**config.mk**
```make
export PLATFORM = sky130hd
export DESIGN_NAME = tpm_mode_ctrl
export DESIGN_NICKNAME = d
export VERILOG_FILES = /design/src/hw/tpm_sync.v /design/src/hw/tpm_mode_ctrl.v
export VERILOG_INCLUDE_DIRS = /design/src /design/src/hw
export SDC_FILE = /design/constraint.sdc
export NUM_CORES = 1
export LEC_CHECK = 0
export ABC_CLOCK_PERIOD_IN_PS = 17300
export BUFFER_PORTS_ARGS = -buffer_cell sky130_fd_sc_hd__buf_2
export CAP_MARGIN = 10
export CORE_AREA = 2 2 122 124
export CTS_CLUSTER_SIZE = 14
export DETAILED_ROUTE_END_ITERATION = 10
export DIE_AREA = 0 0 124 126
export PLACE_DENSITY = 0.89
export SKIP_LAST_GASP = 1
export SLEW_MARGIN = 15
export SYNTH_ARGS = -nofsm -noshare
export SYNTH_HDL_FRONTEND = slang
export SYNTH_SLANG_ARGS = --single-unit
```
**constraint.sdc**
```tcl
create_clock -name clk -period 17.3 [get_ports clk]
set_input_delay 3.46 -clock clk [delete_from_list [all_inputs] [get_ports clk]]
set_output_delay 3.46 -clock clk [all_outputs]
set_load 0.005 [all_outputs]
```
**src/hw/tpm_consts.vh**
```
`ifndef TPM_CONSTS_VH
`define TPM_CONSTS_VH
// register addresses on the host port
`define TPM_REG_IMASK     8'h05
`define TPM_REG_CTLA      8'h06
`define TPM_REG_CTLB      8'h07
`define TPM_REG_CTLC      8'h09
`define TPM_REG_CMP_HI    8'h1d
`define TPM_REG_CMP_LO    8'h1e
`define TPM_REG_STATUS    8'h24
`define TPM_REG_MODE      8'h30
`define TPM_REG_TIMER_HI  8'h31
`define TPM_REG_TIMER_LO  8'h32
// field positions
`define TPM_B_DOZE_EN     0
`define TPM_B_HIB_EN      1
`define TPM_B_CLKO_DOZE   9
`define TPM_B_DOZE_MASK   4
`define TPM_B_ACOMA       8
`define TPM_B_CLKO_EN     2
`define TPM_B_DOZE_STAT   9
`define TPM_B_STRM_MODE   4
`define TPM_B_RX_STRM     3
`define TPM_B_TX_STRM     2
`define TPM_B_TMR_TRIG    7
`define TPM_F_CLKO_RATE   5:3
`define TPM_F_SEQ         1:0
`define TPM_CTLC_LOW_RST  3'h4
// clko rate select, lowest two settings are 3'h6 and 3'h7
`define TPM_CLKO_SLOW0    3'h6
`define TPM_CLKO_SLOW1    3'h7
`define TPM_CLKO_RST      3'h5
// sequence codes
`define TPM_SEQ_IDLE      2'h0
`define TPM_SEQ_CCA       2'h1
`define TPM_SEQ_RX        2'h2
`define TPM_SEQ_TX        2'h3
// timing
`define TPM_CLK_HZ        20000000
`define TPM_OFF_TO_IDLE_MS 25
`define TPM_HIB_TO_IDLE_MS 20
`define TPM_PRE_LP_CYCLES 128
`define TPM_OP_CYCLES     16
// mode codes
`define TPM_M_OFF   3'h0
`define TPM_M_IDLE  3'h1
`define TPM_M_PRE   3'h2
`define TPM_M_HIB   3'h3
`define TPM_M_DOZE  3'h4
`define TPM_M_WAKE  3'h5
`define TPM_M_ACT   3'h6
`endif

```
**src/hw/tpm_sync.v**
```verilog
`timescale 1ns/1ps
`default_nettype none
module tpm_sync (
  input  wire clk,
  input  wire rst,
  input  wire din,
  output reg  dout
);
  reg meta_q;
  always @(posedge clk or posedge rst) begin
    if (rst) begin
      meta_q <= 1'b0;
      dout   <= 1'b0;
    end else begin
      meta_q <= din;
      dout   <= meta_q;
    end
  end
endmodule // tpm_sync
`default_nettype wire

```
**src/hw/tpm_mode_ctrl.v**
```verilog
// Functional notes
// - reset low holds Off, clears everything (code: rst is active high)
// - Idle reached within 25 ms of reset release
// - hibernate request: 128 clock-out cycles, then Hibernate
// - Hibernate disables blocks, bus, timers; keeps config
// - wake pin leaves Hibernate within 20 ms
// - reset in Hibernate forces Off
// - clock output resumes at prior rate after Hibernate
// - Doze keeps timer running, bus off
// - doze clock-keep bit keeps clock output; else stop (code also keeps it running in deep-doze)
// - doze request: 128 clock-out cycles, then Doze
// - timer compare match exits Doze, sets status
// - doze-wake interrupt only when mask set
// - slow clock rates need enable toggle after Doze
// - wake or reset ends Doze anytime
// - deep-doze stops timer, only wake exits
// - Idle keeps bus active, clock output if enabled
// - packet mode sequence field selects operation
// - stream mode bits select receive or transmit
// - operation completion returns to Idle
// - sequence field kept after operation
// - leave Idle only with sequence enable high (code: hibernate and doze requests leave it without)
// - codes 00 idle, 01 cca, 10 rx, 11 tx
//
// The implementer's own choices: the placing of the registers and strobed register access.
`timescale 1ns/1ps
`default_nettype none
`include "tpm_consts.vh"
module tpm_mode_ctrl #(
  parameter OFF_WAIT = (`TPM_CLK_HZ / 1000) * `TPM_OFF_TO_IDLE_MS,
  parameter HIB_WAIT = (`TPM_CLK_HZ / 1000) * `TPM_HIB_TO_IDLE_MS,
  parameter [7:0] PRE_CYC = `TPM_PRE_LP_CYCLES,
  parameter [7:0] OP_CYC  = `TPM_OP_CYCLES
) (
  input  wire        clk,
  input  wire        rst,
  input  wire        wake_request_pin,
  input  wire        sequence_enable_pin,
  input  wire [7:0]  reg_addr,
  input  wire [15:0] reg_wdata,
  input  wire        reg_wr,
  input  wire        reg_rd,
  output reg  [15:0] reg_rdata,
  output reg  [2:0]  mode_q,
  output reg         bus_active_q,
  output reg         clko_q,
  output reg         irq_q,
  output reg  [1:0]  active_op_q,
  output reg         active_strm_q
);
  reg [15:0] imask_q, ctla_q, ctlb_q, ctlc_q, status_q;
  reg [7:0]  cmp_hi_q;
  reg [15:0] cmp_lo_q;
  reg [23:0] timer_q;
  reg [24:0] wait_q;
  reg [7:0]  clko_div_q;
  reg        clko_tick_q;
  reg        clko_run_q;
  reg        clko_stall_q;
  reg        clko_en_prev_q;
  reg        op_is_doze_q;
  wire       wake_s, seqen_s;

  tpm_sync u_wake_sync (
    .clk  (clk),
    .rst  (rst),
    .din  (wake_request_pin),
    .dout (wake_s)
  );
  tpm_sync u_seqen_sync (
    .clk  (clk),
    .rst  (rst),
    .din  (sequence_enable_pin),
    .dout (seqen_s)
  );

  wire        bus_ok   = bus_active_q;
  wire        wr_ok    = reg_wr & bus_ok;
  wire        rd_ok    = reg_rd & bus_ok;
  wire        strm     = ctla_q[`TPM_B_STRM_MODE];
  wire        deep     = imask_q[`TPM_B_ACOMA];
  wire        in_doze  = (mode_q == `TPM_M_DOZE);
  wire        in_hib   = (mode_q == `TPM_M_HIB);
  wire        tmr_run  = ~in_hib & ~(in_doze & deep);
  wire [23:0] cmp_val  = {cmp_hi_q, cmp_lo_q};
  wire        match    = tmr_run & (timer_q == cmp_val);
  wire        slow_clk = (ctlc_q[`TPM_F_CLKO_RATE] == `TPM_CLKO_SLOW0) |
                         (ctlc_q[`TPM_F_CLKO_RATE] == `TPM_CLKO_SLOW1);
  wire        clr_stat = rd_ok & (reg_addr == `TPM_REG_STATUS);
  wire        clko_en  = ctlc_q[`TPM_B_CLKO_EN];

  // request present: packet sequence or stream bits
  wire [1:0]  seq      = ctla_q[`TPM_F_SEQ];
  wire        want_op  = strm ? (ctla_q[`TPM_B_RX_STRM] | ctla_q[`TPM_B_TX_STRM])
                              : (seq != `TPM_SEQ_IDLE);
  wire        trig_ok  = ~ctla_q[`TPM_B_TMR_TRIG] | match;

  // free-running event timer, frozen when stopped
  always @(posedge clk or posedge rst) begin
    if (rst) begin
      timer_q <= 24'h000000;
    end else if (tmr_run) begin
      timer_q <= timer_q + 24'h000001;
    end
  end

  // clock output divider; rate from ctlc bits 5:3
  wire [7:0] div_lim = 8'h01 << ctlc_q[`TPM_F_CLKO_RATE];
  always @(posedge clk or posedge rst) begin
    if (rst) begin
      clko_div_q  <= 8'h00;
      clko_tick_q <= 1'b0;
      clko_q      <= 1'b0;
    end else begin
      clko_tick_q <= 1'b0;
      if (~clko_run_q) begin
        clko_div_q <= 8'h00;
        clko_q     <= 1'b0;
      end else if (clko_div_q + 8'h01 >= div_lim) begin
        clko_div_q <= 8'h00;
        clko_q     <= ~clko_q;
        clko_tick_q <= clko_q; // one tick per full cycle
      end else begin
        clko_div_q <= clko_div_q + 8'h01;
      end
    end
  end

  // clock output gating across low-power modes
  always @(posedge clk or posedge rst) begin
    if (rst) begin
      clko_run_q     <= 1'b0;
      clko_stall_q   <= 1'b0;
      clko_en_prev_q <= 1'b0;
    end else begin
      clko_en_prev_q <= clko_en;
      if (clko_en & ~clko_en_prev_q) begin
        clko_stall_q <= 1'b0;
      end
      case (mode_q)
        `TPM_M_HIB: clko_run_q <= 1'b0;
        `TPM_M_DOZE: begin
          if (~(ctlb_q[`TPM_B_CLKO_DOZE] | deep)) begin
            clko_run_q <= 1'b0;
            if (slow_clk) begin
              clko_stall_q <= 1'b1;
            end
          end else begin
            clko_run_q <= clko_en;
          end
        end
        `TPM_M_OFF: clko_run_q <= 1'b0;
        default: clko_run_q <= clko_en & ~clko_stall_q;
      endcase
    end
  end

  // mode sequencer
  always @(posedge clk or posedge rst) begin
    if (rst) begin
      mode_q        <= `TPM_M_OFF;
      wait_q        <= 25'h0000000;
      bus_active_q  <= 1'b0;
      active_op_q   <= `TPM_SEQ_IDLE;
      active_strm_q <= 1'b0;
      op_is_doze_q  <= 1'b0;
    end else begin
      case (mode_q)
        `TPM_M_OFF: begin
          if (wait_q >= OFF_WAIT[24:0] - 25'h0000001) begin
            mode_q       <= `TPM_M_IDLE;
            bus_active_q <= 1'b1;
            wait_q       <= 25'h0000000;
          end else begin
            wait_q <= wait_q + 25'h0000001;
          end
        end
        `TPM_M_IDLE: begin
          bus_active_q <= 1'b1;
          if (ctlb_q[`TPM_B_HIB_EN] | ctlb_q[`TPM_B_DOZE_EN]) begin
            mode_q       <= `TPM_M_PRE;
            op_is_doze_q <= ~ctlb_q[`TPM_B_HIB_EN];
            wait_q       <= 25'h0000000;
          end else if (want_op & seqen_s & trig_ok) begin
            mode_q        <= `TPM_M_ACT;
            active_op_q   <= strm ? (ctla_q[`TPM_B_TX_STRM] ? `TPM_SEQ_TX : `TPM_SEQ_RX)
                                  : seq;
            active_strm_q <= strm;
            wait_q        <= 25'h0000000;
          end
        end
        `TPM_M_PRE: begin
          // counts clock-out cycles; a stopped output falls back on clk
          if (clko_tick_q | ~clko_run_q) begin
            if (wait_q[7:0] == PRE_CYC - 8'h01) begin
              mode_q       <= op_is_doze_q ? `TPM_M_DOZE : `TPM_M_HIB;
              bus_active_q <= 1'b0;
            end else begin
              wait_q <= wait_q + 25'h0000001;
            end
          end
        end
        `TPM_M_HIB: begin
          if (wake_s) begin
            mode_q <= `TPM_M_WAKE;
            wait_q <= 25'h0000000;
          end
        end
        `TPM_M_WAKE: begin
          if (wait_q >= HIB_WAIT[24:0] - 25'h0000001) begin
            mode_q       <= `TPM_M_IDLE;
            bus_active_q <= 1'b1;
          end else begin
            wait_q <= wait_q + 25'h0000001;
          end
        end
        `TPM_M_DOZE: begin
          if (wake_s | (match & ~deep)) begin
            mode_q       <= `TPM_M_IDLE;
            bus_active_q <= 1'b1;
          end
        end
        `TPM_M_ACT: begin
          // abort on enable low or sequence cleared; else finish
          if (~seqen_s | ~want_op | wait_q[7:0] == OP_CYC - 8'h01) begin
            mode_q        <= `TPM_M_IDLE;
            active_op_q   <= `TPM_SEQ_IDLE;
            active_strm_q <= 1'b0;
          end else begin
            wait_q <= wait_q + 25'h0000001;
          end
        end
        default: mode_q <= `TPM_M_OFF;
      endcase
    end
  end

  // register file; requests self-clear on entering low power
  always @(posedge clk or posedge rst) begin
    if (rst) begin
      imask_q  <= 16'h0000;
      ctla_q   <= 16'h0000;
      ctlb_q   <= 16'h0000;
      ctlc_q   <= {10'h000, `TPM_CLKO_RST, `TPM_CTLC_LOW_RST};
      cmp_hi_q <= 8'hff;
      cmp_lo_q <= 16'hffff;
      status_q <= 16'h0000;
    end else begin
      if (wr_ok) begin
        case (reg_addr)
          `TPM_REG_IMASK:  imask_q  <= reg_wdata;
          `TPM_REG_CTLA:   ctla_q   <= reg_wdata;
          `TPM_REG_CTLB:   ctlb_q   <= reg_wdata;
          `TPM_REG_CTLC:   ctlc_q   <= reg_wdata;
          `TPM_REG_CMP_HI: cmp_hi_q <= reg_wdata[7:0];
          `TPM_REG_CMP_LO: cmp_lo_q <= reg_wdata;
          default: ;
        endcase
      end
      if (mode_q == `TPM_M_PRE) begin
        ctlb_q[`TPM_B_HIB_EN]  <= 1'b0;
        ctlb_q[`TPM_B_DOZE_EN] <= 1'b0;
      end
      if (clr_stat) begin
        status_q <= 16'h0000;
      end
      // armed compare still flags after a wake-pin exit; set wins
      if (match & ~deep) begin
        status_q[`TPM_B_DOZE_STAT] <= 1'b1;
      end
    end
  end

  // read port, one cycle latency
  always @(posedge clk or posedge rst) begin
    if (rst) begin
      reg_rdata <= 16'h0000;
      irq_q     <= 1'b0;
    end else begin
      irq_q <= status_q[`TPM_B_DOZE_STAT] & imask_q[`TPM_B_DOZE_MASK];
      reg_rdata <= 16'h0000;
      if (rd_ok) begin
        case (reg_addr)
          `TPM_REG_IMASK:    reg_rdata <= imask_q;
          `TPM_REG_CTLA:     reg_rdata <= ctla_q;
          `TPM_REG_CTLB:     reg_rdata <= ctlb_q;
          `TPM_REG_CTLC:     reg_rdata <= ctlc_q;
          `TPM_REG_CMP_HI:   reg_rdata <= {8'h00, cmp_hi_q};
          `TPM_REG_CMP_LO:   reg_rdata <= cmp_lo_q;
          `TPM_REG_STATUS:   reg_rdata <= status_q;
          `TPM_REG_MODE:     reg_rdata <= {11'h000, active_op_q, mode_q};
          `TPM_REG_TIMER_HI: reg_rdata <= {8'h00, timer_q[23:16]};
          `TPM_REG_TIMER_LO: reg_rdata <= timer_q[15:0];
          default:           reg_rdata <= 16'h0000;
        endcase
      end
    end
  end
endmodule // tpm_mode_ctrl
`default_nettype wire

```
==> results of run 1 <==
layer usage:
layer  GRT usage  vias up
met3      0.0729       60
met2       0.441      394
met5           0        -
li1            -     3184
met4      0.0985        0
met1       0.457     3540
state kept, by name, indices dropped and copies added (netlist names), 2 cells and up:
| signal | cells |
|---|---|
| active_op_q | 2 |
| clko_div_q | 8 |
| cmp_hi_q | 8 |
| cmp_lo_q | 16 |
| ctla_q | 16 |
| ctlb_q | 16 |
| ctlc_q | 16 |
| imask_q | 16 |
| mode_q | 3 |
| reg_rdata | 16 |
| timer_q | 24 |
| wait_q | 25 |
worst min-delay path by stage:
stage / endpoint / slack [ns] / cells after the start
floorplan: u_seqen_sync.dout$_DFF_PP0_ / 0.33 / 0
global placement: u_seqen_sync.dout$_DFF_PP0_ / 0.34 / 0
detailed placement: u_seqen_sync.dout$_DFF_PP0_ / 0.34 / 0
CTS: u_seqen_sync.dout$_DFF_PP0_ / 0.35 / 0
global route: u_wake_sync.dout$_DFF_PP0_ / 0.36 / 0
finish: u_seqen_sync.dout$_DFF_PP0_ / 0.35 / 0
power groups by stage:
stage	Combinational, mW	Sequential, mW	Clock (mW)
2_1_floorplan	0.0102	0.429	0
3_3_place_gp	0.0203	0.429	0
3_5_place_dp	0.0207	0.429	0
4_1_cts	0.0209	0.422	0.368
5_1_grt	0.0234	0.421	0.386
6_report	0.0209	0.422	0.366
cells by family (layout without fill, tap and decap cells):
kind of cell	Yosys count	in the layout
AO/OA/AOI/OAI	169	169
XOR/XNOR	53	53
adder cells (fa/ha/maj)	11	11
buffers and inverters	58	106
flip-flops	180	180
multiplexers	107	107
AND/OR/NAND/NOR	257	257
area by class of cell:
cell class | count | area (um^2)
clock buffers | 20 | 437
clock inverters | 12 | 116
fillers | 1031 | 4210
inverters | 16 | 65.1
multi-input cells | 597 | 4410
flip-flops and latches | 180 | 4540
well taps | 184 | 230
repair buffers | 58 | 300
per-stage QoR:
step / area [um^2] / hold WS (ns)
floorplan: 9190 / 0.331
global placement: 9550 / 0.336
detailed placement: 9550 / 0.336
CTS: 10100 / 0.352
global route: 10100 / 0.357
finish: 10100 / 0.351
synth_stat cells (all sizes together), types with 3 or more instances:
| library cell | count |
|---|---|
| dfrtp | 153 |
| mux2 | 102 |
| nand2 | 60 |
| nor2 | 45 |
| o21ai | 40 |
| xor2 | 33 |
| nand3 | 30 |
| clkbuf | 27 |
| dfstp | 27 |
| nand4 | 21 |
| a21oi | 20 |
| a22o | 20 |
| xnor2 | 20 |
| nor3 | 17 |
| and3 | 16 |
| a221oi | 15 |
| a22oi | 15 |
| buf | 15 |
| inv | 15 |
| nor4 | 13 |
| ha | 11 |
| nor2b | 11 |
| a222oi | 10 |
| and2 | 8 |
| nand2b | 8 |
| a21o | 7 |
| and4 | 6 |
| o311ai | 6 |
| a31oi | 5 |
| mux2i | 5 |
| o31ai | 4 |
| or2 | 4 |
| a211oi | 3 |
| a2bb2oi | 3 |
| nand3b | 3 |
| or3 | 3 |
| or3b | 3 |
==> results.json, run 1 <==
{
  "postCtsHoldBufs": 0,
  "layoutNonFillerInstCount": 1067,
  "initial_core_util": 0.642,
  "crit_type": "in -> reg",
  "yosys.area.top_type": "dfrtp_1",
  "ys_ff_latch": 180,
  "synthAdderAreaFrac": 0.0150,
  "layout_common_cells": "dfrtp_1, mux2_2, nand2_1",
  "clk_pin_slew_ns": 0.07,
  "grt_pass1_wl_mm": 36.6,
  "post_cts_buffers": 0,
  "met3_length_mm": 2.26,
  "dp_cells": 1035,
  "die-area_um2": 15600,
  "avgSynthCellArea_um2": 11.0,
  "power.leakage_nw": 4.69,
  "maxCapViolCount": 0,
  "synth.top_cells.by_area": "dfrtp_1, mux2_2, dfstp_2, xor2_1, nand2_1",
  "r2r_setup_slack_ns": 14.39,
  "combPwrFrac": 0.026,
  "synth-simple-area-share": 0.148,
  "place_congestion": 0.924,
  "dp_hpwl_mm": 15.1,
  "synth_top_family_by_area": "simple AND/OR/NAND/NOR gates",
  "fin_crit_ns": 6.07,
  "start_kind": "input pin",
  "insertion_delay_ns": 0.45,
  "max-vdd-ir-drop_mv": 0.0755,
  "final_common_cell": "dfrtp_1",
  "crit_start": "reg_addr[1]",
  "cts_sinks": 180,
  "htree_levels": 4,
  "viasPerCell": 6.73,
  "power_switching_share": 0.240,
  "cts_buffers": 17,
  "p_clk_frac": 0.453,
  "slowest_delay_ns": 0.99,
  "routedWlPerCell_um": 21.0,
  "crit-reg2reg-launch": "wait_q[22]$_DFFE_PP0P_",
  "grt_max_degree": 104,
  "hold_class": "reg -> reg",
  "syn_nets": 876,
  "crit_family": "simple AND/OR/NAND/NOR gates",
  "rows": 44,
  "drtIter0Drc": 821,
  "layout-drive-gt1-share": 0.270,
  "async_flop_share": 1.00,
  "period_share": 0.351,
  "rsz0062_at_grt": "no",
  "yosys_most_used_dff": "dfrtp_1",
  "path_cells": "buf_2, nor2b_1, nand4_1, mux2_2",
  "setup_viol": 0,
  "coreArea_um2": 14300,
  "antenna_cells": 0,
  "endpoint_kind": "register",
  "r2r-end": "wait_q[12]$_DFFE_PP0P_",
  "overflow": 0,
  "final_nets": 911,
  "tightest_slew_ns": 1.21,
  "min_from": "u_seqen_sync.meta_q$_DFF_PP0_",
  "worstPathMaxFanout": 22,
  "drc": 0,
  "root_buffer": "clkbuf_16",
  "synth_xor_area_frac": 0.0505,
  "slew_headroom": 0.193,
  "cts_buffer_depth": 2,
  "cts_tree": "done",
  "routed-wl-met2_mm": 10.1,
  "dieWidth_um": 124,
  "fin_setup_tns_ns": 0,
  "r2r_cells": 7,
  "power_density_nw_per_um2": 80.1,
  "yosys.area.top_type_share": 0.417,
  "ioPinCount": 55,
  "final_max_slew_viol_count": 0,
  "cts_resized": 0,
  "fmax_mhz": 165,
  "die_h_um": 126,
  "crit_end": "ctla_q[6]$_DFFE_PP0P_",
  "finalPower_mw": 0.809,
  "synth_cell_types": 75,
  "drt-pass1-iter-count": 7,
  "p_int_mw": 0.615,
  "wl_met1_mm": 9.47,
  "postRouteAntennaNets": 0,
  "path_depth": 4,
  "critPathBufInv": 1,
  "status": "complete, no violations",
  "synth_warnings": 0,
  "cp.arrival_ns": 6.39,
  "critical_path_required_ns": 17.63,
  "p_sw_mw": 0.194,
  "synth-compound-area-share": 0.136,
  "yosysSeqAreaShare": 0.494,
  "synthCells": 835,
  "antenna_found_initial": 0,
  "grt_pass1_vias": 6847,
  "hold_viol": 0,
  "syn_area_um2": 9190,
  "highest-signal-layer": "met4",
  "pwr-share-seq": 0.521,
  "synth-edff-count": 0,
  "fin_worst_skew_ns": 0.0153,
  "vias": 7178,
  "grt_usage": 0.305,
  "area_delta_synth_final_pct": 9.90,
  "worst_path_max_delay_cell": "nor2b_1",
  "pre_cts_ws_ns": 10.83,
  "wirelength_mm": 22.4,
  "io_buffers": 54,
  "post-route-worst-setup-slack_ns": 11.23,
  "muxShareOfSynthArea": 0.130,
  "final_core_util": 0.706
}
Power figures use the tool's default switching activity.
==> run 2: changes to the inputs <==
--- a/config.mk
+++ b/config.mk
@@ -6,14 +6,15 @@
 export SDC_FILE = /design/constraint.sdc
 export NUM_CORES = 1
 export LEC_CHECK = 0
-export ABC_CLOCK_PERIOD_IN_PS = 17300
+export ABC_AREA = 1
+export ABC_CLOCK_PERIOD_IN_PS = 5900
 export BUFFER_PORTS_ARGS = -buffer_cell sky130_fd_sc_hd__buf_2
 export CAP_MARGIN = 10
-export CORE_AREA = 2 2 122 124
+export CORE_AREA = 2 2 128 130
 export CTS_CLUSTER_SIZE = 14
 export DETAILED_ROUTE_END_ITERATION = 10
-export DIE_AREA = 0 0 124 126
-export PLACE_DENSITY = 0.89
+export DIE_AREA = 0 0 130 132
+export PLACE_DENSITY = 0.85
 export SKIP_LAST_GASP = 1
 export SLEW_MARGIN = 15
 export SYNTH_ARGS = -nofsm -noshare
==> constraint.sdc (replaced) <==
create_clock -name clk -period 5.9 [get_ports clk]
set_input_delay 1.18 -clock clk [delete_from_list [all_inputs] [get_ports clk]]
set_output_delay 1.18 -clock clk [all_outputs]
set_load 0.005 [all_outputs]
==> results.json, run 2 <==
{
  "status": "complete, no violations",
  "critical_path_required_ns": 6.23,
  "synth-edff-count": 0,
  "fmax_mhz": 310,
  "dieWidth_um": 130,
  "tightest_slew_ns": 1.13,
  "n_fill_cell": 1280,
  "root_buffer": "clkbuf_16",
  "final_common_cell": "nand2_1",
  "power_density_nw_per_um2": 229,
  "final_nets": 1312,
  "fin_hold_ws_ns": 0.362,
  "wirelength_mm": 25.8,
  "grt_pass1_vias": 8142,
  "muxShareOfSynthArea": 0,
  "postRouteAntennaNets": 0,
  "antenna_cells": 0,
  "postCtsHoldBufs": 0,
  "placed_area_um2": 10000,
  "drt-pass1-iter-count": 5,
  "max-vdd-ir-drop_mv": 0.333,
  "cts_resized": 0,
  "fin_worst_skew_ns": 0.0154,
  "synthTopCellsByCount": "nand2_1, dfrtp_1, inv_1",
  "top_register": "wait_q",
  "die-area_um2": 17200,
  "coreArea_um2": 15700,
  "ys_ff_latch": 180,
  "drc": 0,
  "maxCapViolCount": 0,
  "initial_core_util": 0.616,
  "final_core_util": 0.677,
  "post_cts_buffers": 0,
  "power.leakage_nw": 4.93,
  "crit_type": "in -> reg",
  "multi_input_area_um2": 4390,
  "grt_max_degree": 181,
  "cts_tree": "done",
  "viasPerCell": 5.73,
  "drtIter0Drc": 756,
  "routedWlPerCell_um": 17.2,
  "setup_viol": 0,
  "synthCells": 1234,
  "seq_area_um2": 4540,
  "grt_pass1_wl_mm": 41.8,
  "grt_usage": 0.313,
  "synth-compound-area-share": 0.110,
  "async_flop_share": 1.00,
  "period_share": 0.546,
  "fin_crit_ns": 3.22,
  "overflow": 0,
  "htree_levels": 4,
  "dp_hpwl_mm": 18.1,
  "cts_sinks": 180,
  "place_congestion": 0.987,
  "final_area_um2": 10600,
  "cts_buffers": 17,
  "synth_xor_area_frac": 0.0606,
  "endpoint_kind": "register",
  "area_delta_synth_final_pct": 9.90,
  "fin_setup_tns_ns": 0,
  "hold_class": "reg -> reg",
  "synth_top_family_by_area": "simple AND/OR/NAND/NOR gates",
  "synthAdderAreaFrac": 0.0142,
  "yosys.area.top_type_share": 0.396,
  "syn_area_um2": 9680,
  "cts_buffer_depth": 2,
  "synth_warnings": 0,
  "rows": 46,
  "antenna_found_initial": 0,
  "synth_most_common_cell": "nand2_1",
  "hold_viol": 0,
  "synth.top_cells.by_area": "dfrtp_1, nand2_1, dfstp_2, o21ai_0, inv_1",
  "slew_headroom": 0.246,
  "cp.arrival_ns": 3.56,
  "die_h_um": 132,
  "layout-drive-gt1-share": 0.119,
  "reg_top3": "wait_q (25), timer_q (24)",
  "yosysSeqAreaShare": 0.469,
  "clk_pin_slew_ns": 0.08,
  "io_buffers": 54,
  "yosys_most_used_dff": "dfrtp_1",
  "start_kind": "input pin",
  "vias": 8599,
  "syn_nets": 1275,
  "ioPinCount": 55,
  "avgSynthCellArea_um2": 7.84,
  "yosys.area.top_type": "dfrtp_1",
  "finalPower_mw": 2.43,
  "synth-simple-area-share": 0.268,
  "worstPathMaxFanout": 32,
  "insertion_delay_ns": 0.45,
  "rsz0062_at_grt": "no",
  "synth_cell_types": 48,
  "largest_reg_flops": 25,
  "final_max_slew_viol_count": 0,
  "layout_common_cells": "nand2_1, dfrtp_1, inv_1"
}
run 2: cell types whose count changed in the layout (fill, tap and decap cells not counted), moves of 16 or more:
cell and delta:
and3_1 -16, nand2_1 +269, nor2_1 +66, nand3_1 +48, inv_1 +117, a22o_1 -19
mux2_2 -102, o21ai_0 +79
run 2: logic make-up after synthesis:
group / after synthesis
simple gates: 601
compound gates: 192
buf+inv: 183
flops: 180
xor+xnor: 67
fa+ha+maj: 11
run 2: where the power goes:
part           total (mW)  switching, mW  internal, mW
combinational      0.0583         0.0470        0.0114
clock                1.14          0.570         0.568
sequential           1.24       0.000643          1.24
total                2.43          0.617          1.81
run 2: path summary, 6_finish.rpt:
kind / from / endpoint / slack (ns) / cells past startpoint
setup reg to reg: mode_q[1]$_DFFE_PP0P_ / wait_q[18]$_DFFE_PP0P_ / 2.74 / 10
setup / recovery: reg_addr[7] / ctlc_q[0]$_DFFE_PP0P_ / 2.68 / 8
min in group asynchronous: rst / mode_q[2]$_DFFE_PP0P_ / 1.03 / 3
hold reg to reg: u_wake_sync.meta_q$_DFF_PP0_ / u_wake_sync.dout$_DFF_PP0_ / 0.36 / 0
hold / removal: u_wake_sync.meta_q$_DFF_PP0_ / u_wake_sync.dout$_DFF_PP0_ / 0.36 / 0
max in group asynchronous: rst / ctla_q[14]$_DFFE_PP0P_ / 4.23 / 3
run 2: cell type report:
type / instances / area share
Sequential cell: 180 / 0.427
Inverter: 144 / 0.0514
Tap cell: 216 / 0.0254
Timing Repair Buffer: 57 / 0.0287
Clock inverter: 15 / 0.0154
Clock buffer: 17 / 0.0400
Multi-Input combinational cell: 871 / 0.412
run 2: critical path, cell delays in order:
cell,delay [ns]
buf_2,0.09
nor2_1,0.18
nand2_1,0.07
nor2_1,0.21
nand2_1,0.25
inv_1,0.42
nand2_1,0.70
o21ai_0,0.43
run 2: metal layers:
layer / part of all wire / track usage / vias to the layer above
li1: - / - / 4081
met4: 0.029 / 0.109 / 0
met1: 0.44 / 0.459 / 4062
met3: 0.090 / 0.0824 / 61
met5: 0 / 0 / -
met2: 0.44 / 0.450 / 395
run 2: through the flow:
stage	worst slack, ns	cells
5_1_grt	2.34	1500
3_3_place_gp	2.29	1468
4_1_cts	2.68	1500
6_report	2.68	1500
3_5_place_dp	2.28	1468
2_1_floorplan	2.43	1234
==> run 3: changes to the inputs <==
--- a/config.mk
+++ b/config.mk
@@ -7,7 +7,7 @@
 export NUM_CORES = 1
 export LEC_CHECK = 0
 export ABC_AREA = 1
-export ABC_CLOCK_PERIOD_IN_PS = 5900
+export ABC_CLOCK_PERIOD_IN_PS = 3000
 export BUFFER_PORTS_ARGS = -buffer_cell sky130_fd_sc_hd__buf_2
 export CAP_MARGIN = 10
 export CORE_AREA = 2 2 128 130
==> constraint.sdc (replaced) <==
create_clock -name clk -period 3 [get_ports clk]
set_input_delay 0.6 -clock clk [delete_from_list [all_inputs] [get_ports clk]]
set_output_delay 0.6 -clock clk [all_outputs]
set_load 0.005 [all_outputs]
==> results.json, run 3 (synthesized netlist as in run 2, its figures left out) <==
{
  "status": "complete, no violations",
  "rsz0062_at_grt": "no",
  "slew_headroom": 0.554,
  "slowest_delay_ns": 0.46,
  "wirelength_mm": 26.3,
  "n_fill_cell": 1267,
  "area_delta_synth_final_pct": 11.4,
  "placed_area_um2": 10200,
  "final_nets": 1329,
  "insertion_delay_ns": 0.44,
  "fin_crit_ns": 2.43,
  "rows": 46,
  "coreArea_um2": 15700,
  "dp_cells": 1485,
  "layout_common_cells": "nand2_1, dfrtp_1, inv_1",
  "p_int_mw": 3.65,
  "routedWlPerCell_um": 17.3,
  "fmax_mhz": 411,
  "path_cells": "inv_2, nor2_2, nand2_2, nand2_4, inv_4, nand3_2, nor2_2, nand2_1, nand2_1, nand2_2, nand2_4, nand2_4, nand2_1, nand2_1",
  "setup_viol": 0,
  "cts_tree": "done",
  "drtIter0Drc": 1020,
  "dp_hpwl_mm": 19.2,
  "p_clk_frac": 0.468,
  "final_area_um2": 10800,
  "cts_buffer_depth": 2,
  "drc": 0,
  "start_kind": "register",
  "crit_type": "reg -> reg",
  "initial_core_util": 0.616,
  "hold_viol": 0,
  "grt_max_degree": 37,
  "fin_setup_tns_ns": 0,
  "hold_class": "in -> async",
  "final_core_util": 0.686,
  "critPathBufInv": 2,
  "antenna_found_initial": 0,
  "viasPerCell": 5.77,
  "cts_resized": 0,
  "combPwrFrac": 0.026,
  "grt_usage": 0.318,
  "crit_family": "simple AND/OR/NAND/NOR gates",
  "postCtsHoldBufs": 0,
  "place_congestion": 0.975,
  "maxCapViolCount": 0,
  "postRouteAntennaNets": 0,
  "layoutNonFillerInstCount": 1517,
  "drt-pass1-iter-count": 6,
  "worst_path_max_delay_cell": "dfrtp_1",
  "vias": 8751,
  "die_h_um": 132,
  "cts_sinks": 180,
  "antenna_cells": 0,
  "overflow": 0,
  "worstPathMaxFanout": 30,
  "io_buffers": 54,
  "period_share": 0.811,
  "htree_levels": 4,
  "post_cts_buffers": 0,
  "power.leakage_nw": 5.03,
  "clk_pin_slew_ns": 0.08,
  "grt_pass1_vias": 8041,
  "final_common_cell": "nand2_1",
  "die-area_um2": 17200,
  "ioPinCount": 55,
  "final_max_slew_viol_count": 0,
  "max-vdd-ir-drop_mv": 0.445,
  "tightest_slew_ns": 0.667,
  "fin_worst_skew_ns": 0.0161,
  "endpoint_kind": "register",
  "pwr-share-seq": 0.507,
  "cts_buffers": 17,
  "layout-drive-gt1-share": 0.131,
  "dieWidth_um": 130,
  "reg_top3": "wait_q (25), timer_q (24)",
  "top_register": "wait_q",
  "largest_reg_flops": 25,
  "cp.arrival_ns": 2.76,
  "crit_path_frequent_cell": "nand2_1",
  "grt_pass1_wl_mm": 42.4,
  "root_buffer": "clkbuf_16",
  "power_switching_share": 0.240,
  "p_sw_mw": 1.15,
  "critical_path_required_ns": 3.33,
  "power_density_nw_per_um2": 445
}
## run 3: worst reg2reg max path: stages, from the launching register on
cell and delay (ns):
dfrtp_1 0.46, inv_2 0.12, nor2_2 0.05, nand2_2 0.13
nand2_4 0.12, inv_4 0.09, nand3_2 0.07, nor2_2 0.17
nand2_1 0.07, nand2_1 0.14, nand2_2 0.08, nand2_4 0.31
nand2_4 0.26, nand2_1 0.17, nand2_1 0.06
## run 3: per-stage QoR
stage               hold slack [ns]  setup WS, ns  power [mW]
floorplan                     0.331         0.113        2.54
global placement              0.335         0.616        2.60
detailed placement            0.346         0.542        2.60
CTS                           0.253         0.576        4.83
global route                  0.259         0.362        4.94
finish                        0.248         0.566        4.80
## run 3: path summary, 6_finish.rpt
| check | slack (ns) | to | startpoint | cells past startpoint |
|---|---|---|---|---|
| worst max-delay path | 0.57 | wait_q[7]$_DFFE_PP0P_ | mode_q[0]$_DFFE_PP0P_ | 14 |
| worst min-delay path | 0.25 | ctlb_q[0]$_DFFE_PP0P_ | rst | 2 |
| worst max register to register | 0.57 | wait_q[7]$_DFFE_PP0P_ | mode_q[0]$_DFFE_PP0P_ | 14 |
| worst min register to register | 0.36 | u_seqen_sync.dout$_DFF_PP0_ | u_seqen_sync.meta_q$_DFF_PP0_ | 0 |
| max in group asynchronous | 1.92 | ctlc_q[2]$_DFFE_PP1P_ | rst | 3 |
| min in group clk | 0.26 | u_wake_sync.meta_q$_DFF_PP0_ | wake_request_pin | 1 |
## run 3: final cells by class
type	count	area, um^2	share of cell area
Clock buffer	17	425	0.0394
Clock inverter	15	170	0.0158
Inverter	144	547	0.0507
Multi-Input combinational cell	871	4390	0.407
Sequential cell	180	4540	0.421
Tap cell	216	270	0.0251
Timing Repair Buffer	74	445	0.0413
## run 3: power groups by stage
| stage | clock, mW | combinational, mW | sequential, mW |
|---|---|---|---|
| final | 2.24 | 0.124 | 2.43 |
| after global routing | 2.37 | 0.139 | 2.43 |
| after CTS | 2.27 | 0.125 | 2.43 |
| after detailed placement | 0 | 0.124 | 2.48 |
| after global placement | 0 | 0.123 | 2.48 |
| after floorplan | 0 | 0.0597 | 2.48 |
## run 3: layer usage
layer	routed length, um	GRT usage	vias to the layer above	share of wire
met5	0	0	-	0
met4	714	0.0998	0	0.027
met3	2190	0.0544	59	0.084
met2	11900	0.473	381	0.45
met1	11500	0.479	4196	0.44
li1	-	-	4115	-
